$ cat config.mk
export PLATFORM = sky130hd
export DESIGN_NAME = ntc_convert
export DESIGN_NICKNAME = d
export VERILOG_FILES = /design/src/rtl/ntc_convert.v /design/src/rtl/ntc_delay.v
export VERILOG_INCLUDE_DIRS = /design/src /design/src/rtl
export SDC_FILE = /design/constraint.sdc
export NUM_CORES = 1
export LEC_CHECK = 0
export ABC_AREA = 1
export BUFFER_PORTS_ARGS = -buffer_cell sky130_fd_sc_hd__buf_2
export CAP_MARGIN = 10
export CORE_UTILIZATION = 55
export CTS_CLUSTER_SIZE = 24
export DETAILED_ROUTE_END_ITERATION = 8
export PLACE_DENSITY = 0.82
export SETUP_SLACK_MARGIN = 0.3
export SLEW_MARGIN = 40
export SYNTH_ARGS = -nofsm -noshare
export SYNTH_HDL_FRONTEND = slang
export SYNTH_SLANG_ARGS = --single-unit
$ cat constraint.sdc
create_clock -name CLOCK_IN -period 4 [get_ports CLOCK_IN]
set_clock_uncertainty 0.2 [all_clocks]
set_input_delay 0.2 -clock CLOCK_IN [delete_from_list [all_inputs] [get_ports CLOCK_IN]]
set_output_delay 0.2 -clock CLOCK_IN [all_outputs]
set_load 0.01 [all_outputs]
$ cat src/rtl/ntc_defines.vh
`ifndef NTC_DEFINES_VH
`define NTC_DEFINES_VH
// Register byte offsets on the APB
`define NTC_CTRL_OFS 8'h00
`define NTC_STAT_OFS 8'h04
`define NTC_COUNT_OFS 8'h08
`define NTC_CONF_OFS 8'h0C
// Control register field positions
`define NTC_CTRL_QNT_LSB 0
`define NTC_CTRL_OVF_LSB 2
// Status register field position
`define NTC_STAT_OVF_BIT 0
// Configuration register field positions
`define NTC_CONF_TYPE_LSB 0
`define NTC_CONF_SGN_BIT 2
`define NTC_CONF_PIPE_BIT 3
`define NTC_CONF_LAT_LSB 8
// Reset values
`define NTC_QNT_RST 2'h0
`define NTC_OVF_RST 2'h0
`define NTC_DATA_RST 32'h00000000
// Quantization mode codes
`define NTC_Q_TRUNC 2'h0
`define NTC_Q_SYM 2'h1
`define NTC_Q_CONV 2'h2
// Overflow mode codes
`define NTC_O_WRAP 2'h0
`define NTC_O_SAT 2'h1
`define NTC_O_FLAG 2'h2
// Output type codes (build time)
`define NTC_T_BOOL 0
`define NTC_T_FIX 1
`define NTC_T_FLT 2
// Float precision codes and widths
`define NTC_P_SGL 0
`define NTC_P_DBL 1
`define NTC_P_CUST 2
`define NTC_SGL_EXP_W 8
`define NTC_SGL_FRC_W 23
`define NTC_DBL_EXP_W 11
`define NTC_DBL_FRC_W 52
// Most stages the conversion logic can hold
`define NTC_MAX_INT_ST 2
`endif

$ cat src/rtl/ntc_convert.v
// Function
// RL1: One output type fixed at build time.
// RL2: Fixed output signed or unsigned by choice.
// RL3: Fixed output has width and binary point.
// RL4: Float output single, double or custom widths.
// RL5: Truncate drops bits below output LSB.
// RL6: Symmetric round: ties go away from zero.
// RL7: Convergent round: ties go to even.
// RL8: Saturate clamps to largest or smallest value.
// RL9: Wrap drops bits above output MSB.
// RL10: Flag-error overflow behaves as wrap.
// RL11: Enable low holds all datapath state.
// RL12: Output delayed by configured sample periods.
// RL13: Plain mode puts extra latency after logic.
// RL14: Max pipelining spreads latency inside logic.
// RL15: Plain mode: one output register, rest after.
// RL16: Reset clears pipeline, beats the enable.
//
// Chosen here: the APB interface to the registers and the register addresses.
`timescale 1ns/1ns
`default_nettype none
`include "ntc_defines.vh"
module ntc_convert #(
  parameter IN_W = 16,
  parameter IN_FRAC = 8,
  parameter IN_SIGNED = 1,
  parameter OUT_TYPE = `NTC_T_FIX,
  parameter OUT_SIGNED = 1,
  parameter OUT_W = 12,
  parameter OUT_FRAC = 4,
  parameter FLT_PREC = `NTC_P_SGL,
  parameter CUST_EXP_W = 6,
  parameter CUST_FRC_W = 17,
  parameter LATENCY = 1,
  parameter PIPE_MAX = 0,
  parameter EXP_W = (FLT_PREC == `NTC_P_SGL) ? `NTC_SGL_EXP_W :
                    (FLT_PREC == `NTC_P_DBL) ? `NTC_DBL_EXP_W : CUST_EXP_W,
  parameter FRC_W = (FLT_PREC == `NTC_P_SGL) ? `NTC_SGL_FRC_W :
                    (FLT_PREC == `NTC_P_DBL) ? `NTC_DBL_FRC_W : CUST_FRC_W,
  parameter DOUT_W = (OUT_TYPE == `NTC_T_FLT) ? (1 + EXP_W + FRC_W) :
                     (OUT_TYPE == `NTC_T_FIX) ? OUT_W : 1
) (
  input wire CLOCK_IN, // 100 MHz clock
  input wire RST_IN, // Synchronous reset, high
  input wire EN_IN, // Datapath enable, high
  input wire [IN_W-1:0] DATA_IN, // Input sample
  input wire VALID_IN, // Input sample present
  output wire [DOUT_W-1:0] DATA_OUT, // Converted sample
  output wire VALID_OUT, // Converted sample present
  input wire PSEL_IN, // APB select
  input wire PENABLE_IN, // APB access phase
  input wire PWRITE_IN, // APB write
  input wire [7:0] PADDR_IN, // APB byte address
  input wire [31:0] PWDATA_IN, // APB write data
  output wire [31:0] PRDATA_OUT, // APB read data
  output wire PREADY_OUT, // APB ready
  output wire PSLVERR_OUT // APB error
);

  // Latency of at least one, since outputs are registered
  localparam LAT = (LATENCY < 1) ? 1 : LATENCY;
  // Stages kept inside the conversion logic
  localparam INT_ST = (PIPE_MAX != 0) ?
                      ((LAT < `NTC_MAX_INT_ST) ? LAT : `NTC_MAX_INT_ST) : 1;
  // Stages left for the tail shift register
  localparam TAIL = LAT - INT_ST;
  // Fraction bits dropped, with two guard bits below
  localparam DROP = IN_FRAC + 2;
  // Working width with room for shifting and rounding
  localparam WW = IN_W + OUT_FRAC + OUT_W + 4;
  // Float width and exponent bias
  localparam FLT_W = 1 + EXP_W + FRC_W;
  localparam BIAS = (1 << (EXP_W - 1)) - 1;
  // Build-time facts shown to software
  localparam [7:0] LAT_B = LAT;
  localparam [1:0] TYPE_B = OUT_TYPE;

  // Mapped register decode, used by read and write
  function ntc_mapped;
    input [7:0] addr;
    begin
      ntc_mapped = (addr == `NTC_CTRL_OFS) || (addr == `NTC_STAT_OFS) ||
                   (addr == `NTC_COUNT_OFS) || (addr == `NTC_CONF_OFS);
    end
  endfunction

  // Index of the highest set bit, zero for zero
  function integer ntc_lead;
    input [IN_W-1:0] v;
    integer i;
    begin
      ntc_lead = 0;
      for (i = 0; i < IN_W; i = i + 1) begin
        if (v[i]) begin
          ntc_lead = i;
        end
      end
    end
  endfunction

  reg [1:0] qnt_q; // Quantization mode
  reg [1:0] ovf_q; // Overflow mode
  reg ovf_seen_q; // Sticky overflow seen
  reg [31:0] count_q; // Conversions done
  reg pready_q; // Ready for access phase
  reg pslverr_q; // Error for access phase
  reg [31:0] prdata_q; // Read data for access phase
  reg [DOUT_W-1:0] out_q; // Conversion output register
  reg vld_q; // Output register holds a sample

  // Stage 0: align and round

  wire in_neg = (IN_SIGNED != 0) & DATA_IN[IN_W-1]; // Input sign
  wire [WW-1:0] ext_w = {{(WW-IN_W){in_neg}}, DATA_IN}; // Extended input
  // Scale so the output LSB sits just above DROP bits
  wire [WW-1:0] scl_w = ext_w << (OUT_FRAC + 2);
  // Kept part, floor of the value
  wire signed [WW-1:0] kept_w = $signed(scl_w) >>> DROP; // RL3
  wire [DROP-1:0] frc_w = scl_w[DROP-1:0]; // Bits below output LSB
  wire above_w = frc_w[DROP-1] & (|frc_w[DROP-2:0]); // Past midpoint
  wire tie_w = frc_w[DROP-1] & ~(|frc_w[DROP-2:0]); // Exact midpoint
  reg inc_w; // Round up by one LSB

  // Rounding decision per quantization mode
  always @* begin
    case (qnt_q)
      `NTC_Q_SYM: begin
        // Floor already moves negative ties away from zero
        inc_w = above_w | (tie_w & ~kept_w[WW-1]); // RL6
      end
      `NTC_Q_CONV: begin
        // Tie goes up only when kept LSB is odd
        inc_w = above_w | (tie_w & kept_w[0]); // RL7
      end
      default: begin
        // Low bits simply dropped
        inc_w = 1'b0; // RL5
      end
    endcase
  end

  wire [WW-1:0] rnd_w = kept_w + {{(WW-1){1'b0}}, inc_w}; // Rounded value

  // Float form from magnitude and leading one
  wire [IN_W-1:0] mag_w = in_neg ? (~DATA_IN + 1'b1) : DATA_IN; // Magnitude
  wire [31:0] lead_w = ntc_lead(mag_w); // Leading one index
  wire [IN_W-1:0] norm_w = mag_w << (IN_W - 1 - lead_w); // Leading one at top
  wire [IN_W-2+FRC_W:0] mwide_w = {norm_w[IN_W-2:0], {FRC_W{1'b0}}}; // Fraction
  wire [31:0] exp_w = lead_w - IN_FRAC + BIAS; // Biased exponent
  wire [FLT_W-1:0] flt_w = (mag_w == {IN_W{1'b0}}) ? {FLT_W{1'b0}} :
                           {in_neg, exp_w[EXP_W-1:0], mwide_w[IN_W-2+FRC_W -: FRC_W]}; // RL4
  wire bool_w = |DATA_IN; // Nonzero means true

  // Stage 1: optional inner register

  wire [WW-1:0] s1_rnd; // Rounded value after stage 1
  wire [FLT_W-1:0] s1_flt; // Float after stage 1
  wire s1_bool; // Boolean after stage 1
  wire s1_vld; // Valid after stage 1

  generate
    if (INT_ST == `NTC_MAX_INT_ST) begin : g_inner
      reg [WW-1:0] rnd_q; // Held rounded value
      reg [FLT_W-1:0] flt_q; // Held float
      reg bool_q; // Held Boolean
      reg v_q; // Held valid
      // Inner stage, part of the configured latency
      always @(posedge CLOCK_IN) begin
        if (RST_IN) begin
          rnd_q <= {WW{1'b0}}; // RL16
          flt_q <= {FLT_W{1'b0}};
          bool_q <= 1'b0;
          v_q <= 1'b0;
        end else if (EN_IN) begin
          rnd_q <= rnd_w; // RL14
          flt_q <= flt_w;
          bool_q <= bool_w;
          v_q <= VALID_IN;
        end
      end
      assign s1_rnd = rnd_q;
      assign s1_flt = flt_q;
      assign s1_bool = bool_q;
      assign s1_vld = v_q;
    end else begin : g_flat
      // No inner stage
      assign s1_rnd = rnd_w;
      assign s1_flt = flt_w;
      assign s1_bool = bool_w;
      assign s1_vld = VALID_IN;
    end
  endgenerate

  // Stage 2: range check and clamp

  wire r_neg = s1_rnd[WW-1]; // Sign of rounded value
  wire [WW-OUT_W:0] s_hi = s1_rnd[WW-1:OUT_W-1]; // Sign-copy span
  // Out of range for the chosen arithmetic
  wire ovf_w = (OUT_SIGNED != 0) ? ~((&s_hi) | ~(|s_hi)) : (|s1_rnd[WW-1:OUT_W]); // RL2
  // Clamp values for each arithmetic
  wire [OUT_W-1:0] smax_w = (OUT_SIGNED != 0) ? {1'b0, {(OUT_W-1){1'b1}}} : {OUT_W{1'b1}};
  wire [OUT_W-1:0] smin_w = (OUT_SIGNED != 0) ? {1'b1, {(OUT_W-1){1'b0}}} : {OUT_W{1'b0}};
  reg [OUT_W-1:0] fix_w; // Fixed result

  // Overflow handling per mode
  always @* begin
    case (ovf_q)
      `NTC_O_SAT: begin
        // Clamp toward the side that overflowed
        fix_w = ovf_w ? (r_neg ? smin_w : smax_w) : s1_rnd[OUT_W-1:0]; // RL8
      end
      `NTC_O_FLAG: begin
        // Same hardware as wrap
        fix_w = s1_rnd[OUT_W-1:0]; // RL10
      end
      default: begin
        // Upper bits discarded
        fix_w = s1_rnd[OUT_W-1:0]; // RL9
      end
    endcase
  end

  // Pick the build-time output type
  wire [DOUT_W-1:0] res_w; // Result for output register
  generate
    if (OUT_TYPE == `NTC_T_FLT) begin : g_flt
      assign res_w = s1_flt; // RL1
    end else if (OUT_TYPE == `NTC_T_FIX) begin : g_fix
      assign res_w = fix_w; // RL1
    end else begin : g_bool
      assign res_w = s1_bool; // RL1
    end
  endgenerate

  // Overflow only exists for fixed output
  wire ovf_evt = (OUT_TYPE == `NTC_T_FIX) && EN_IN && s1_vld && ovf_w;

  // Output register at the conversion output
  always @(posedge CLOCK_IN) begin
    if (RST_IN) begin
      out_q <= {DOUT_W{1'b0}}; // RL16
      vld_q <= 1'b0;
    end else if (EN_IN) begin
      out_q <= res_w; // RL15
      vld_q <= s1_vld; // RL12
    end
  end

  // Remaining latency as a tail shift register
  wire [DOUT_W:0] tail_w; // Tail output, valid on top
  ntc_delay #(
    .W(DOUT_W + 1),
    .DEPTH(TAIL)
  ) u_tail (
    .clk_in(CLOCK_IN),
    .rst_in(RST_IN),
    .en_in(EN_IN), // RL11
    .din_in({vld_q, out_q}), // RL13
    .dout_out(tail_w)
  );
  assign DATA_OUT = tail_w[DOUT_W-1:0];
  assign VALID_OUT = tail_w[DOUT_W];

  // APB slave

  wire setup_w = PSEL_IN & ~PENABLE_IN; // Setup phase
  wire wr_w = PSEL_IN & PENABLE_IN & pready_q & PWRITE_IN; // Write completes
  wire hit_w = ntc_mapped(PADDR_IN); // Address decodes
  wire wr_ctrl = wr_w & hit_w & (PADDR_IN == `NTC_CTRL_OFS); // Control write
  wire wr_stat = wr_w & hit_w & (PADDR_IN == `NTC_STAT_OFS); // Status write
  reg [31:0] rd_w; // Read mux

  // Read mux of the four registers
  always @* begin
    rd_w = `NTC_DATA_RST;
    case (PADDR_IN)
      `NTC_CTRL_OFS: begin
        rd_w[`NTC_CTRL_QNT_LSB +: 2] = qnt_q;
        rd_w[`NTC_CTRL_OVF_LSB +: 2] = ovf_q;
      end
      `NTC_STAT_OFS: begin
        rd_w[`NTC_STAT_OVF_BIT] = ovf_seen_q;
      end
      `NTC_COUNT_OFS: begin
        rd_w = count_q;
      end
      `NTC_CONF_OFS: begin
        rd_w[`NTC_CONF_TYPE_LSB +: 2] = TYPE_B;
        rd_w[`NTC_CONF_SGN_BIT] = (OUT_SIGNED != 0);
        rd_w[`NTC_CONF_PIPE_BIT] = (PIPE_MAX != 0);
        rd_w[`NTC_CONF_LAT_LSB +: 8] = LAT_B;
      end
      default: begin
        // Unmapped reads as zero
        rd_w = `NTC_DATA_RST;
      end
    endcase
  end

  // Answer prepared in setup, shown in the access phase
  always @(posedge CLOCK_IN) begin
    if (RST_IN) begin
      pready_q <= 1'b0;
      pslverr_q <= 1'b0;
      prdata_q <= `NTC_DATA_RST;
    end else begin
      pready_q <= setup_w;
      pslverr_q <= setup_w & ~hit_w;
      prdata_q <= setup_w ? rd_w : `NTC_DATA_RST;
    end
  end

  // Mode register written by software
  always @(posedge CLOCK_IN) begin
    if (RST_IN) begin
      qnt_q <= `NTC_QNT_RST;
      ovf_q <= `NTC_OVF_RST;
    end else if (wr_ctrl) begin
      qnt_q <= PWDATA_IN[`NTC_CTRL_QNT_LSB +: 2];
      ovf_q <= PWDATA_IN[`NTC_CTRL_OVF_LSB +: 2];
    end
  end

  // Sticky overflow, write one to clear, new event wins
  always @(posedge CLOCK_IN) begin
    if (RST_IN) begin
      ovf_seen_q <= 1'b0;
    end else if (ovf_evt) begin
      ovf_seen_q <= 1'b1;
    end else if (wr_stat & PWDATA_IN[`NTC_STAT_OVF_BIT]) begin
      ovf_seen_q <= 1'b0;
    end
  end

  // Conversions taken into the output register
  always @(posedge CLOCK_IN) begin
    if (RST_IN) begin
      count_q <= `NTC_DATA_RST;
    end else if (EN_IN & s1_vld) begin
      count_q <= count_q + 32'h00000001;
    end
  end

  assign PRDATA_OUT = prdata_q;
  assign PREADY_OUT = pready_q;
  assign PSLVERR_OUT = pslverr_q;

endmodule // ntc_convert
`default_nettype wire

$ cat src/rtl/ntc_delay.v
`timescale 1ns/1ns
`default_nettype none
// Enabled shift register of DEPTH words; DEPTH 0 passes through
module ntc_delay #(
  parameter W = 8,
  parameter DEPTH = 0
) (
  input wire clk_in, // Clock
  input wire rst_in, // Synchronous reset, high
  input wire en_in, // Advance enable
  input wire [W-1:0] din_in, // Word in
  output wire [W-1:0] dout_out // Word out
);
  generate
    if (DEPTH == 0) begin : g_pass
      // No extra stages
      assign dout_out = din_in;
    end else begin : g_line
      reg [W*DEPTH-1:0] sr_q; // Stage storage, newest low
      wire [W*(DEPTH+1)-1:0] nxt_d = {sr_q, din_in}; // Shifted view
      // Shift one word per enabled edge, reset first
      always @(posedge clk_in) begin
        if (rst_in) begin
          sr_q <= {(W*DEPTH){1'b0}}; // RL16
        end else if (en_in) begin
          sr_q <= nxt_d[W*DEPTH-1:0]; // RL13
        end
      end
      // Oldest word leaves
      assign dout_out = sr_q[W*DEPTH-1 -: W];
    end
  endgenerate
endmodule // ntc_delay
`default_nettype wire

# Word level (Yosys, flattened, before mapping)
# Index checks and enable logic that the tools add are counted.
# totals
inputBits,63
elab_cells,64
regBits,84
output_inout_bits,47
# op_classes
n_bitwise,25
n_mux,9
reduce_logical,12
n_eq_ne,6
add_sub_neg,2
# ops
operator,count
$mux W12,3
$add A32 B1 Y32 const B,1
$reduce_and A25 Y1,1
$reduce_or A25 Y1,1
$eq A8 B4 Y1 const B,2
$pmux W8 S2,1
$and A1 B1 Y1,14
$add A12 B2 Y13,1
$pmux W3 S3,1
$eq A8 B3 Y1 const B,1
$logic_not A8 Y1,1
$not A1 Y1,8
$reduce_or A3 Y1,2
$eq A2 B1 Y1 const B,2
$pmux W1 S4,1
$logic_or A1 B1 Y1,3
$or A1 B1 Y1,3
$eq A2 B2 Y1 const B,1
$logic_and A1 B1 Y1,2
$mux W1,2
$pmux W1 S2,1
$reduce_bool A2 Y1,1
$reduce_or A2 Y1,1

# Logic depth before layout (Yosys ltp)
# Gate-level depths: netlist of run 1.
# logic_depth
ltp_word,13
mapped_depth,18
mapped_depth_nobuf,17

# By module
# A second synthesis of run 1 with hierarchy kept.
# unflattened
hier_cells,569
area_unflattened_um2,3996.3
# by_module_without_submodules
mod,seq_area_each_um2,instances,area_each_um2,cells_per_inst
ntc_convert,1681.6,1,3898.7,556
ntc_delay,0.0,1,97.6,13

# Least setup slack after synthesis of run 1
# OpenSTA, ideal clock, no wires.
# synth_timing
kind,register -> register
from,reg qnt_q[0]
to,reg out_q[5]
required_time_ns,3.681
setup_time_ns,0.119
path_slack_ns,1.554
path_stages_with_launch,18
arrival_time_ns,2.126
cell_sequence,dfxtp_1 -> inv_1 -> ha_1 -> o21ai_0 -> nor4_1 -> nor3b_1 -> ha_1 -> ha_1 -> nand2_1 -> nor2_2 -> nand3_1 -> nand2_1 -> nand3_1 -> nand2_1 -> nand2_1 -> buf_4 -> nand2_1 -> a21oi_1
# synth_via
elab_chain_len,8
elab_cells_between_ends,11
# synth_rtl
element,line,rtl
start: declaration,ntc_convert.v:101,reg [1:0] qnt_q;
start signal: assignment,ntc_convert.v:316,qnt_q <= `NTC_QNT_RST;
start signal: assignment,ntc_convert.v:319,qnt_q <= PWDATA_IN[`NTC_CTRL_QNT_LSB +: 2];
$eq A2 B2 Y1 or $eq A2 B1 Y1 (tied branches),ntc_convert.v:126,case (qnt_q)
$pmux W1 S2 *,ntc_convert.v:126,
$add A12 B2 Y13 *,ntc_convert.v:142,"wire [WW-1:0] rnd_w = kept_w + {{(WW-1){1'b0}}, inc_w};"
$reduce_or A25 Y1,ntc_convert.v:199,wire ovf_w = (OUT_SIGNED != 0) ? ~((&s_hi) | ~(|s_hi)) : (|s1_rnd[WW-1:OUT_W]);
$not A1 Y1,ntc_convert.v:199,
$or A1 B1 Y1,ntc_convert.v:199,
$mux W12,ntc_convert.v:210,fix_w = ovf_w ? (r_neg ? smin_w : smax_w) : s1_rnd[OUT_W-1:0];
$mux W12 *,ntc_convert.v:207,case (ovf_q)
end signal: assignment,ntc_convert.v:241,out_q <= {DOUT_W{1'b0}};
end signal: assignment,ntc_convert.v:244,out_q <= res_w;
end: declaration,ntc_convert.v:108,reg [DOUT_W-1:0] out_q;
# Every way passes the cells marked *; elsewhere a longest branch is shown, timed or not.
# A chain may end at the register's enable or synchronous reset.

# Worst setup path after layout of run 1
# Same ends and word-level chain as after synthesis.

==> results of run 1 <==
## timing repair
item,4_1_cts,5_1_grt
endpoints found under the setup margin,0,0
hold buffers,16,0
hold endpoints to repair,20,0
## power groups by stage
stage / clock network [µW] / registers, µW / logic (µW)
final: 547 / 855 / 109
after CTS: 557 / 855 / 105
after global routing: 591 / 857 / 121
after detailed placement: 0 / 875 / 93.1
after global placement: 0 / 874 / 90.1
after floorplan: 0 / 878 / 47.0
## synthesized netlist by cell type
| cell | count | area share (%) |
|---|---|---|
| clkinv_2 | 1 | 0.13 |
| o2111ai_1 | 1 | 0.22 |
| a31oi_1 | 5 | 0.80 |
| ha_1 | 4 | 1.3 |
| nand3_2 | 1 | 0.26 |
| nor3_2 | 2 | 0.51 |
| nand3b_1 | 1 | 0.19 |
| nor2_2 | 8 | 1.3 |
| nand3_1 | 23 | 3.0 |
| nand2_4 | 2 | 0.58 |
| nand2_1 | 152 | 15 |
| nand2_2 | 1 | 0.16 |
| inv_2 | 1 | 0.096 |
| a211oi_1 | 2 | 0.38 |
| dfxtp_1 | 84 | 43 |
| inv_1 | 59 | 5.7 |
| and3_1 | 1 | 0.16 |
| buf_4 | 1 | 0.19 |
| clkinv_1 | 1 | 0.096 |
| a21oi_1 | 44 | 5.6 |
| nand4_2 | 1 | 0.32 |
| nor3_1 | 13 | 1.7 |
| or2_2 | 1 | 0.16 |
| xnor2_1 | 2 | 0.45 |
| a22oi_1 | 1 | 0.19 |
| nand4_1 | 16 | 2.6 |
| clkbuf_1 | 9 | 0.87 |
| nor2_4 | 2 | 0.58 |
| buf_2 | 2 | 0.26 |
| nor3b_2 | 1 | 0.32 |
| nor3b_1 | 1 | 0.19 |
| o21ai_1 | 1 | 0.13 |
| nor3_4 | 3 | 1.3 |
| o21ai_0 | 21 | 2.7 |
| xor2_1 | 11 | 2.5 |
| nor2_1 | 76 | 7.3 |
| nor4_1 | 1 | 0.16 |
## through the flow
step | hold WS, ns | utilization (%) | setup WS, ns | cells | cell area, µm²
global placement | 0.2251 | 64.01 | 1.241 | 721 | 4373
floorplan | 0.08647 | - | 1.554 | 556 | 3899
CTS | 0.009194 | 68.97 | 1.137 | 753 | 4712
finish | 0.03483 | 68.97 | 0.9315 | 753 | 4712
global route | 0.05706 | 68.97 | 0.6657 | 753 | 4712
detailed placement | 0.2300 | 64.01 | 1.160 | 721 | 4373
## layer usage
layer | wire, µm | track usage [%] | part of all wire, %
met5 | 0 | 0 | 0
met4 | 272 | 14.85 | 2.9
met3 | 654 | 5.429 | 6.9
met2 | 4685 | 48.20 | 49
met1 | 3915 | 31.47 | 41
## placed cells by master (no fill, tap or decap), types with 2 or more instances in the layout
cell and instances:
nor3_1 13, a31oi_1 5, inv_1 59, nand2_4 2, clkinv_4 2, a21oi_1 44
nor3_4 3, o21ai_0 21, nand3_1 23, clkinv_2 2, nor3_2 2, xor2_1 11
ha_1 4, nor2_4 2, buf_2 81, dfxtp_1 84, clkbuf_8 10, xnor2_1 2
a211oi_1 2, nand2_1 152, dlygate4sd3_1 16, nand4_1 16, clkinvlp_4 2, nor2_1 76
nor2_2 8
## worst min-delay path by stage
stage	cells after the start	slack, ns	endpoint
after floorplan	1	0.09	PREADY_OUT
after global placement	2	0.23	PREADY_OUT
after detailed placement	2	0.23	PREADY_OUT
after CTS	4	0.009	PRDATA_OUT[3]
after global routing	5	0.06	PSLVERR_OUT
final	4	0.03	PRDATA_OUT[3]
## critical path, stage by stage (launching register included)
cell     delay, ns
dfxtp_1       0.36
inv_1         0.05
ha_1          0.22
o21ai_0       0.25
nor4_1        0.09
nor3b_1       0.20
ha_1          0.22
ha_1          0.22
nand2_1       0.09
nor2_2        0.18
nand3_1       0.14
nand2_1       0.13
nand3_1       0.09
nand2_1       0.08
nand2_1       0.21
nand2_1       0.13
a21oi_1       0.07
## registers in the layout, indices dropped and copies added (netlist names)
register and count:
vld_q 1, PRDATA_OUT 32, PSLVERR_OUT 1, out_q 12, PREADY_OUT 1, qnt_q 2
ovf_q 2, ovf_seen_q 1, count_q 32
## area by class of cell
type / instances / area (µm²)
clock buffer: 11 / 141.4
clock inverter: 5 / 37.54
fill: 622 / 2120
inverter: 62 / 234.0
multi-input combinational: 398 / 1932
sequential: 84 / 1682
tap: 96 / 120.1
timing repair buffer: 97 / 565.5
## cells by family after synthesis
kind of cell / synth area share (%)
and+or+nand+nor: 35.27
DFF: 43.13
AOI/OAI and AO/OA: 10.08
buffers and inverters: 7.317
xor gates and xnor gates: 2.920
adders and majority gates: 1.284
==> metrics.cfg, run 1 <==
[synth]
synth_warnings = 0
ys_ff_latch = 84
synth_nets = 623
ys_seq_area_share_pct = 43.13
synth_area_um2 = 3899
syn_avg_cell_area_um2 = 7.012
postSynthCellCount = 556
yosysUniqueCellTypes = 37

[worst_hold_path]
hp-start = PADDR_IN[0]
hp-class = input pin to flip-flop

[clocking]
insertion_delay_ns = 0.36
clk_pin_slew_ns = 0.08
clockRootBuffer = clkbuf_8
cts.sinks = 84
cts_tree = yes
cts_buffer_depth = 2
cts_made_buffers = 9
post_cts_buffers = 0
cts_resized = 0
cts_max_level = 3

[pwr]
p_int_uw = 1135
cellPowerDensity_nw_per_um2 = 320.7
vdd_drop_max_mv = 0.1738
p_switching_uw = 376.3
p_seq_share_pct = 56.6
finalPower_uw = 1511
p_comb_share_pct = 7.2
clkPwrFrac_pct = 36.2
leakagePower_uw = 0.001957
p_sw_share_pct = 24.90

[detailed_routing]
drt_iter0_markers = 238
wirelength_um = 9527
first_pass_iters = 5
wire_per_inst_um = 12.65
vias = 3955
vias_per_cell = 5.252
postRouteAntennaNets = 0
drc_errors = 0

[finish]
nets = 719
layout-drive-gt1-share_pct = 18.26
synthToLayoutAreaGrowth_pct = 20.86
diodes = 0

[setup_path]
worstPathMaxFanout = 11
worst_setup_path_start_kind = flip-flop
r2r-start = qnt_q[0]
required_ns = 4.03
crit_start = qnt_q[0]
r2r_cells = 16
reg2reg_to = out_q[5]
end_kind = flip-flop
crit_arrival_ns = 3.10
path_class = flip-flop to flip-flop
rrSetupSlack_ns = 0.93
crit_end = out_q[5]

[placed_design]
hpwl_um = 6557
port_buffers = 81
globalplace.congestion = 0.8416

[global_routing]
grt_overflow_total = 0
antenna_found_initial = 0
grt_max_degree = 28
grt_usage_pct = 27.46
grt_pass1_vias = 3784
grt_first_pass_wirelength_um = 16100

[sta]
rsz0062_at_grt = no
setup_viol = 0
relSlewSlack_pct = 53.50
worstMarginPinSlew_ns = 0.6968
tns_ns = 0
maxSlewViolCount = 0
fin_crit_sh_pct = 76.71
final.min_clock_period_ns = 3.069
final_hold_viol_count = 0
fmax_ghz = 0.3259

[die]
io_pins = 110
core_region_area_um2 = 6832
dieArea_um2 = 7430
die_w_um = 86.20
die_h_um = 86.20
start_util_pct = 57.07
rows = 30

[job]
maxCapViolCount = 0

[outcome]
status = complete, no violations

(Power assumes the default switching activity.)
==> inputs of run 2 (changes only) <==
Settings changed: CORE_UTILIZATION 55 to 52, PLACE_DENSITY 0.82 to 0.78.
Clock period 4 ns to 2.9 ns, I/O delays scaled along.
==> metrics.cfg, run 2 (synthesized netlist as in run 1, its figures left out) <==
[finish]
diodes = 0
final_common_cell = nand2_1
fill_cells = 624
mostFrequentLayoutCells = 140 x nand2_1, 82 x dfxtp_1, 81 x buf_2
nets = 728
synthToLayoutAreaGrowth_pct = 26.93
layout-drive-gt1-share_pct = 22.26

[detailed_routing]
vias_per_cell = 5.246
wirelength_um = 10110
wire_per_inst_um = 13.23
postRouteAntennaNets = 0
vias = 4008
first_pass_iters = 5
drt_iter0_markers = 333
drc_errors = 0

[sta]
fmax_ghz = 0.3982
final_hold_viol_count = 0
relSlewSlack_pct = 52.11
worstMarginPinSlew_ns = 0.7157
final.min_clock_period_ns = 2.511
setup_ws_ns = 0.3886
rsz0062_at_grt = yes
setup_viol = 0
tns_ns = 0
maxSlewViolCount = 0
fin_crit_sh_pct = 86.60

[setup_path]
worstPathMaxFanout = 5
crit_arrival_ns = 2.56
reg2reg_to = out_q[7]
required_ns = 2.94
path_class = flip-flop to flip-flop
r2r_cells = 16
rrSetupSlack_ns = 0.39
end_kind = flip-flop
r2r-start = qnt_q[0]
worst_setup_path_start_kind = flip-flop

[die]
io_pins = 110
start_util_pct = 53.75
die_h_um = 88.59
rows = 31
core_region_area_um2 = 7253
dieArea_um2 = 7848
die_w_um = 88.59

[pwr]
p_comb_share_pct = 7.3
leakagePower_uw = 0.002038
cellPowerDensity_nw_per_um2 = 451.0
p_seq_share_pct = 52.8
clkPwrFrac_pct = 39.9
p_int_uw = 1718
p_switching_uw = 513.6
p_sw_share_pct = 23.01
finalPower_uw = 2232
vdd_drop_max_mv = 0.2557

[worst_hold_path]
min_path_cells = 4
hp-start = VALID_IN
hp-class = input pin to flip-flop
hold_end = count_q[31]

[job]
maxCapViolCount = 0

[placed_design]
hpwl_um = 6650
port_buffers = 81
dp_slack_ns = 0.08379
globalplace.congestion = 0.8962

[clocking]
cts_tree = yes
cts_made_buffers = 9
cts.sinks = 84
insertion_delay_ns = 0.35
cts_max_level = 3
clockRootBuffer = clkbuf_8
cts_buffer_depth = 2
clk_pin_slew_ns = 0.09

[global_routing]
grt_max_degree = 28
grt_first_pass_wirelength_um = 16490
grt_overflow_total = 0
grt_usage_pct = 27.47
antenna_found_initial = 0
grt_pass1_vias = 3701

[outcome]
status = complete, no violations

==> run 2: cell types whose count changed in the layout (fill, tap and decap cells not counted), sizes merged <==
cell,change
inv,+1
dlygate4sd3,+4
clkinvlp,-2
nand2,+1
buf,+4
bufinv,+2
clkinv,-2
==> run 2: how the worst max path moves through the flow <==
stage / start / end / slack, ns / cells after the start
CTS: qnt_q[0] / out_q[2] / 0.31 / 16
global route: qnt_q[0] / out_q[8] / 0.24 / 16
finish: qnt_q[0] / out_q[7] / 0.39 / 16
floorplan: qnt_q[0] / out_q[5] / 0.45 / 17
detailed placement: qnt_q[0] / out_q[2] / 0.08 / 16
global placement: qnt_q[0] / out_q[6] / 0.22 / 16
==> run 2: worst max-delay path, cell delays in order (launching register included) <==
cell and delay [ns]:
dfxtp_2 0.34, inv_2 0.04, ha_4 0.15, o21ai_2 0.14, nor4_2 0.05, nor3b_1 0.18, ha_2 0.24, ha_4 0.16
nand2_4 0.05, nor2_4 0.15, nand3_2 0.11, nand2_2 0.11, nand3_2 0.09, nand2_4 0.14, nand2_4 0.09, nand2_1 0.09
a21oi_1 0.06
==> run 2: power groups by stage <==
stage               sequential [µW]  clock, µW  combinational [µW]
global route                   1180        945                 179
detailed placement             1200          0                 130
finish                         1180        890                 163
floorplan                      1210          0                64.8
global placement               1200          0                 127
CTS                            1180        896                 150
==> run 2: repair_timing <==
| action | in CTS | in global routing |
|---|---|---|
| gates cloned | 0 | 1 |
| endpoints found under the setup margin | 11 | 13 |
| gates resized for setup | 8 | 28 |
| endpoints found under the hold margin | 19 | 0 |
| hold buffers | 20 | 0 |
| buffers inserted | 0 | 3 |
| pin swaps | 2 | 12 |
==> run 2: area by class of cell <==
type	count	area, µm²	share of cell area (%)
Clock buffer	11	131.4	2.655
Multi-Input combinational cell	399	2066	41.74
Sequential cell	84	1684	34.03
Inverter	62	234.0	4.728
Clock inverter	4	73.82	1.492
Timing Repair Buffer	105	635.6	12.84
Tap cell	99	123.9	2.503
==> run 2: routing by layer <==
layer	GRT usage (%)	part of all wire (%)
met5	0	0
met4	15.25	4.2
met3	6.530	6.7
met2	44.20	47
met1	33.93	42
==> run 2: metrics by stage <==
step | util, % | hold slack, ns | instances | instance area (µm²)
floorplan | - | 0.03147 | 556 | 3899
global placement | 60.45 | 0.1756 | 725 | 4384
detailed placement | 60.45 | 0.1834 | 725 | 4384
CTS | 66.29 | 0.02449 | 760 | 4808
global route | 68.22 | 0.05652 | 764 | 4949
finish | 68.22 | 0.03218 | 764 | 4949
==> inputs of run 3 (changes only) <==
Settings changed: HOLD_SLACK_MARGIN set to 0.05.
==> metrics.cfg, run 3 (synthesized netlist as in run 1, its figures left out) <==
[outcome]
status = complete, no violations

[die]
start_util_pct = 53.75
rows = 31
dieArea_um2 = 7848
die_w_um = 88.59
io_pins = 110
die_h_um = 88.59
core_region_area_um2 = 7253

[setup_path]
worst-path-buf-inv = 4
end_kind = flip-flop
required_ns = 2.99
path_class = input pin to flip-flop
rrSetupSlack_ns = 0.40
cpMostUsedCell = dlygate4sd3_1
path_cells = dlygate4sd3_1 > buf_2 > nor2_2 > o2111ai_1 > dlygate4sd3_1 > a31oi_1 > dlygate4sd3_1
worstPathMaxFanout = 9
crit_family = buffers and inverters
crit_path_top_delay_cell = dlygate4sd3_1
crit_arrival_ns = 2.61
cpPeakStageDelay_ns = 0.60
worst_setup_path_start_kind = input pin

[finish]
final_core_util_pct = 69.97
nets = 737
layout-drive-gt1-share_pct = 22.85
final_common_cell = nand2_1
mostFrequentLayoutCells = 138 x nand2_1, 82 x dfxtp_1, 81 x buf_2
diodes = 0
synthToLayoutAreaGrowth_pct = 30.17

[job]
maxCapViolCount = 0

[placed_design]
port_buffers = 81
dp_slack_ns = 0.08379
hpwl_um = 6650
globalplace.congestion = 0.8962

[sta]
setup_viol = 0
fin_crit_sh_pct = 86.57
setup_ws_ns = 0.3894
maxSlewViolCount = 0
relSlewSlack_pct = 51.19
final_hold_viol_count = 0
rsz0062_at_grt = yes
fmax_ghz = 0.3983
final.min_clock_period_ns = 2.511
worstMarginPinSlew_ns = 0.7294
tns_ns = 0

[detailed_routing]
vias_per_cell = 5.288
wirelength_um = 10260
wire_per_inst_um = 13.27
drt_iter0_markers = 269
postRouteAntennaNets = 0
vias = 4088
first_pass_iters = 5
drc_errors = 0

[pwr]
leakagePower_uw = 0.002089
vdd_drop_max_mv = 0.2563
cellPowerDensity_nw_per_um2 = 442.8

[global_routing]
antenna_found_initial = 0
grt_overflow_total = 0
grt_first_pass_wirelength_um = 16710
grt_util_met2_pct = 43.64
grt_max_degree = 28
grt_usage_pct = 27.69
grt_pass1_vias = 3757
grtUsageMet1_pct = 34.40
busiest_layer = met2
met3_usage_pct = 6.716

[clocking]
insertion_delay_ns = 0.35
clockRootBuffer = clkbuf_8
clk_pin_slew_ns = 0.08
cts_max_level = 3
cts_made_buffers = 9
cts.sinks = 84
cts_buffer_depth = 2
cts_tree = yes

[worst_hold_path]
hp-class = input pin to flip-flop

-- run 3: cell count changes in the layout (fill, tap and decap cells not counted), sizes merged --
cell	change
dlygate4sd3	+9
-- run 3: area by class of cell --
class | count | area (µm²)
clock buffers | 11 | 131.4
clock inverters | 4 | 73.82
fillers | 589 | 2178
inverters | 62 | 234.0
multi-input cells | 399 | 2102
flip-flops and latches | 84 | 1684
well taps | 99 | 123.9
repair buffers | 114 | 725.7
-- run 3: worst register-to-register path, cell delays in order, from the launching register on --
cell and delay (ns):
dfxtp_2 0.34, inv_2 0.04, ha_4 0.16, o21ai_2 0.12, nor4_2 0.05, nor3b_1 0.18
ha_2 0.24, ha_4 0.16, nand2_4 0.05, nor2_4 0.15, nand3_2 0.11, nand2_2 0.11
nand3_2 0.09, nand2_4 0.14, nand2_8 0.10, nand2_1 0.10, a21oi_1 0.06
-- run 3: layer usage --
metal  wire length (µm)  vias up
met2               4888      175
li1                   -     2023
met5                  0        -
met1               4261     1849
met4                441        0
met3                668       41
-- run 3: timing repair --
item / 4_1_cts / 5_1_grt
hold buffers: 29 / 0
setup endpoints to repair: 11 / 14
pin swaps: 2 / 11
gates resized for setup: 8 / 37
endpoints found under the hold margin: 36 / 0
buffers inserted: 0 / 3
gates cloned: 0 / 1
-- run 3: report_power, final --
part           internal [µW]  switching [µW]
Clock                    483             410
Combinational           74.3             101
Sequential              1170            11.1
-- run 3: metrics by stage --
| step | total power (µW) | hold slack, ns | area, µm² | cells |
|---|---|---|---|---|
| after floorplan | 1275 | 0.03147 | 3899 | 556 |
| after global placement | 1332 | 0.1756 | 4384 | 725 |
| after detailed placement | 1335 | 0.1834 | 4384 | 725 |
| after CTS | 2230 | 0.05189 | 4898 | 769 |
| after global routing | 2318 | 0.08082 | 5075 | 773 |
| final | 2247 | 0.06456 | 5075 | 773 |
-- run 3: path summary, 6_finish.rpt --
kind | startpoint | to | cells after the start
worst max-delay path | PADDR_IN[0] | PRDATA_OUT[0] | 7
worst min-delay path | PWRITE_IN | ovf_q[0] | 5
worst max register to register | qnt_q[0] | out_q[5] | 16
worst min register to register | vld_q | vld_q | 2
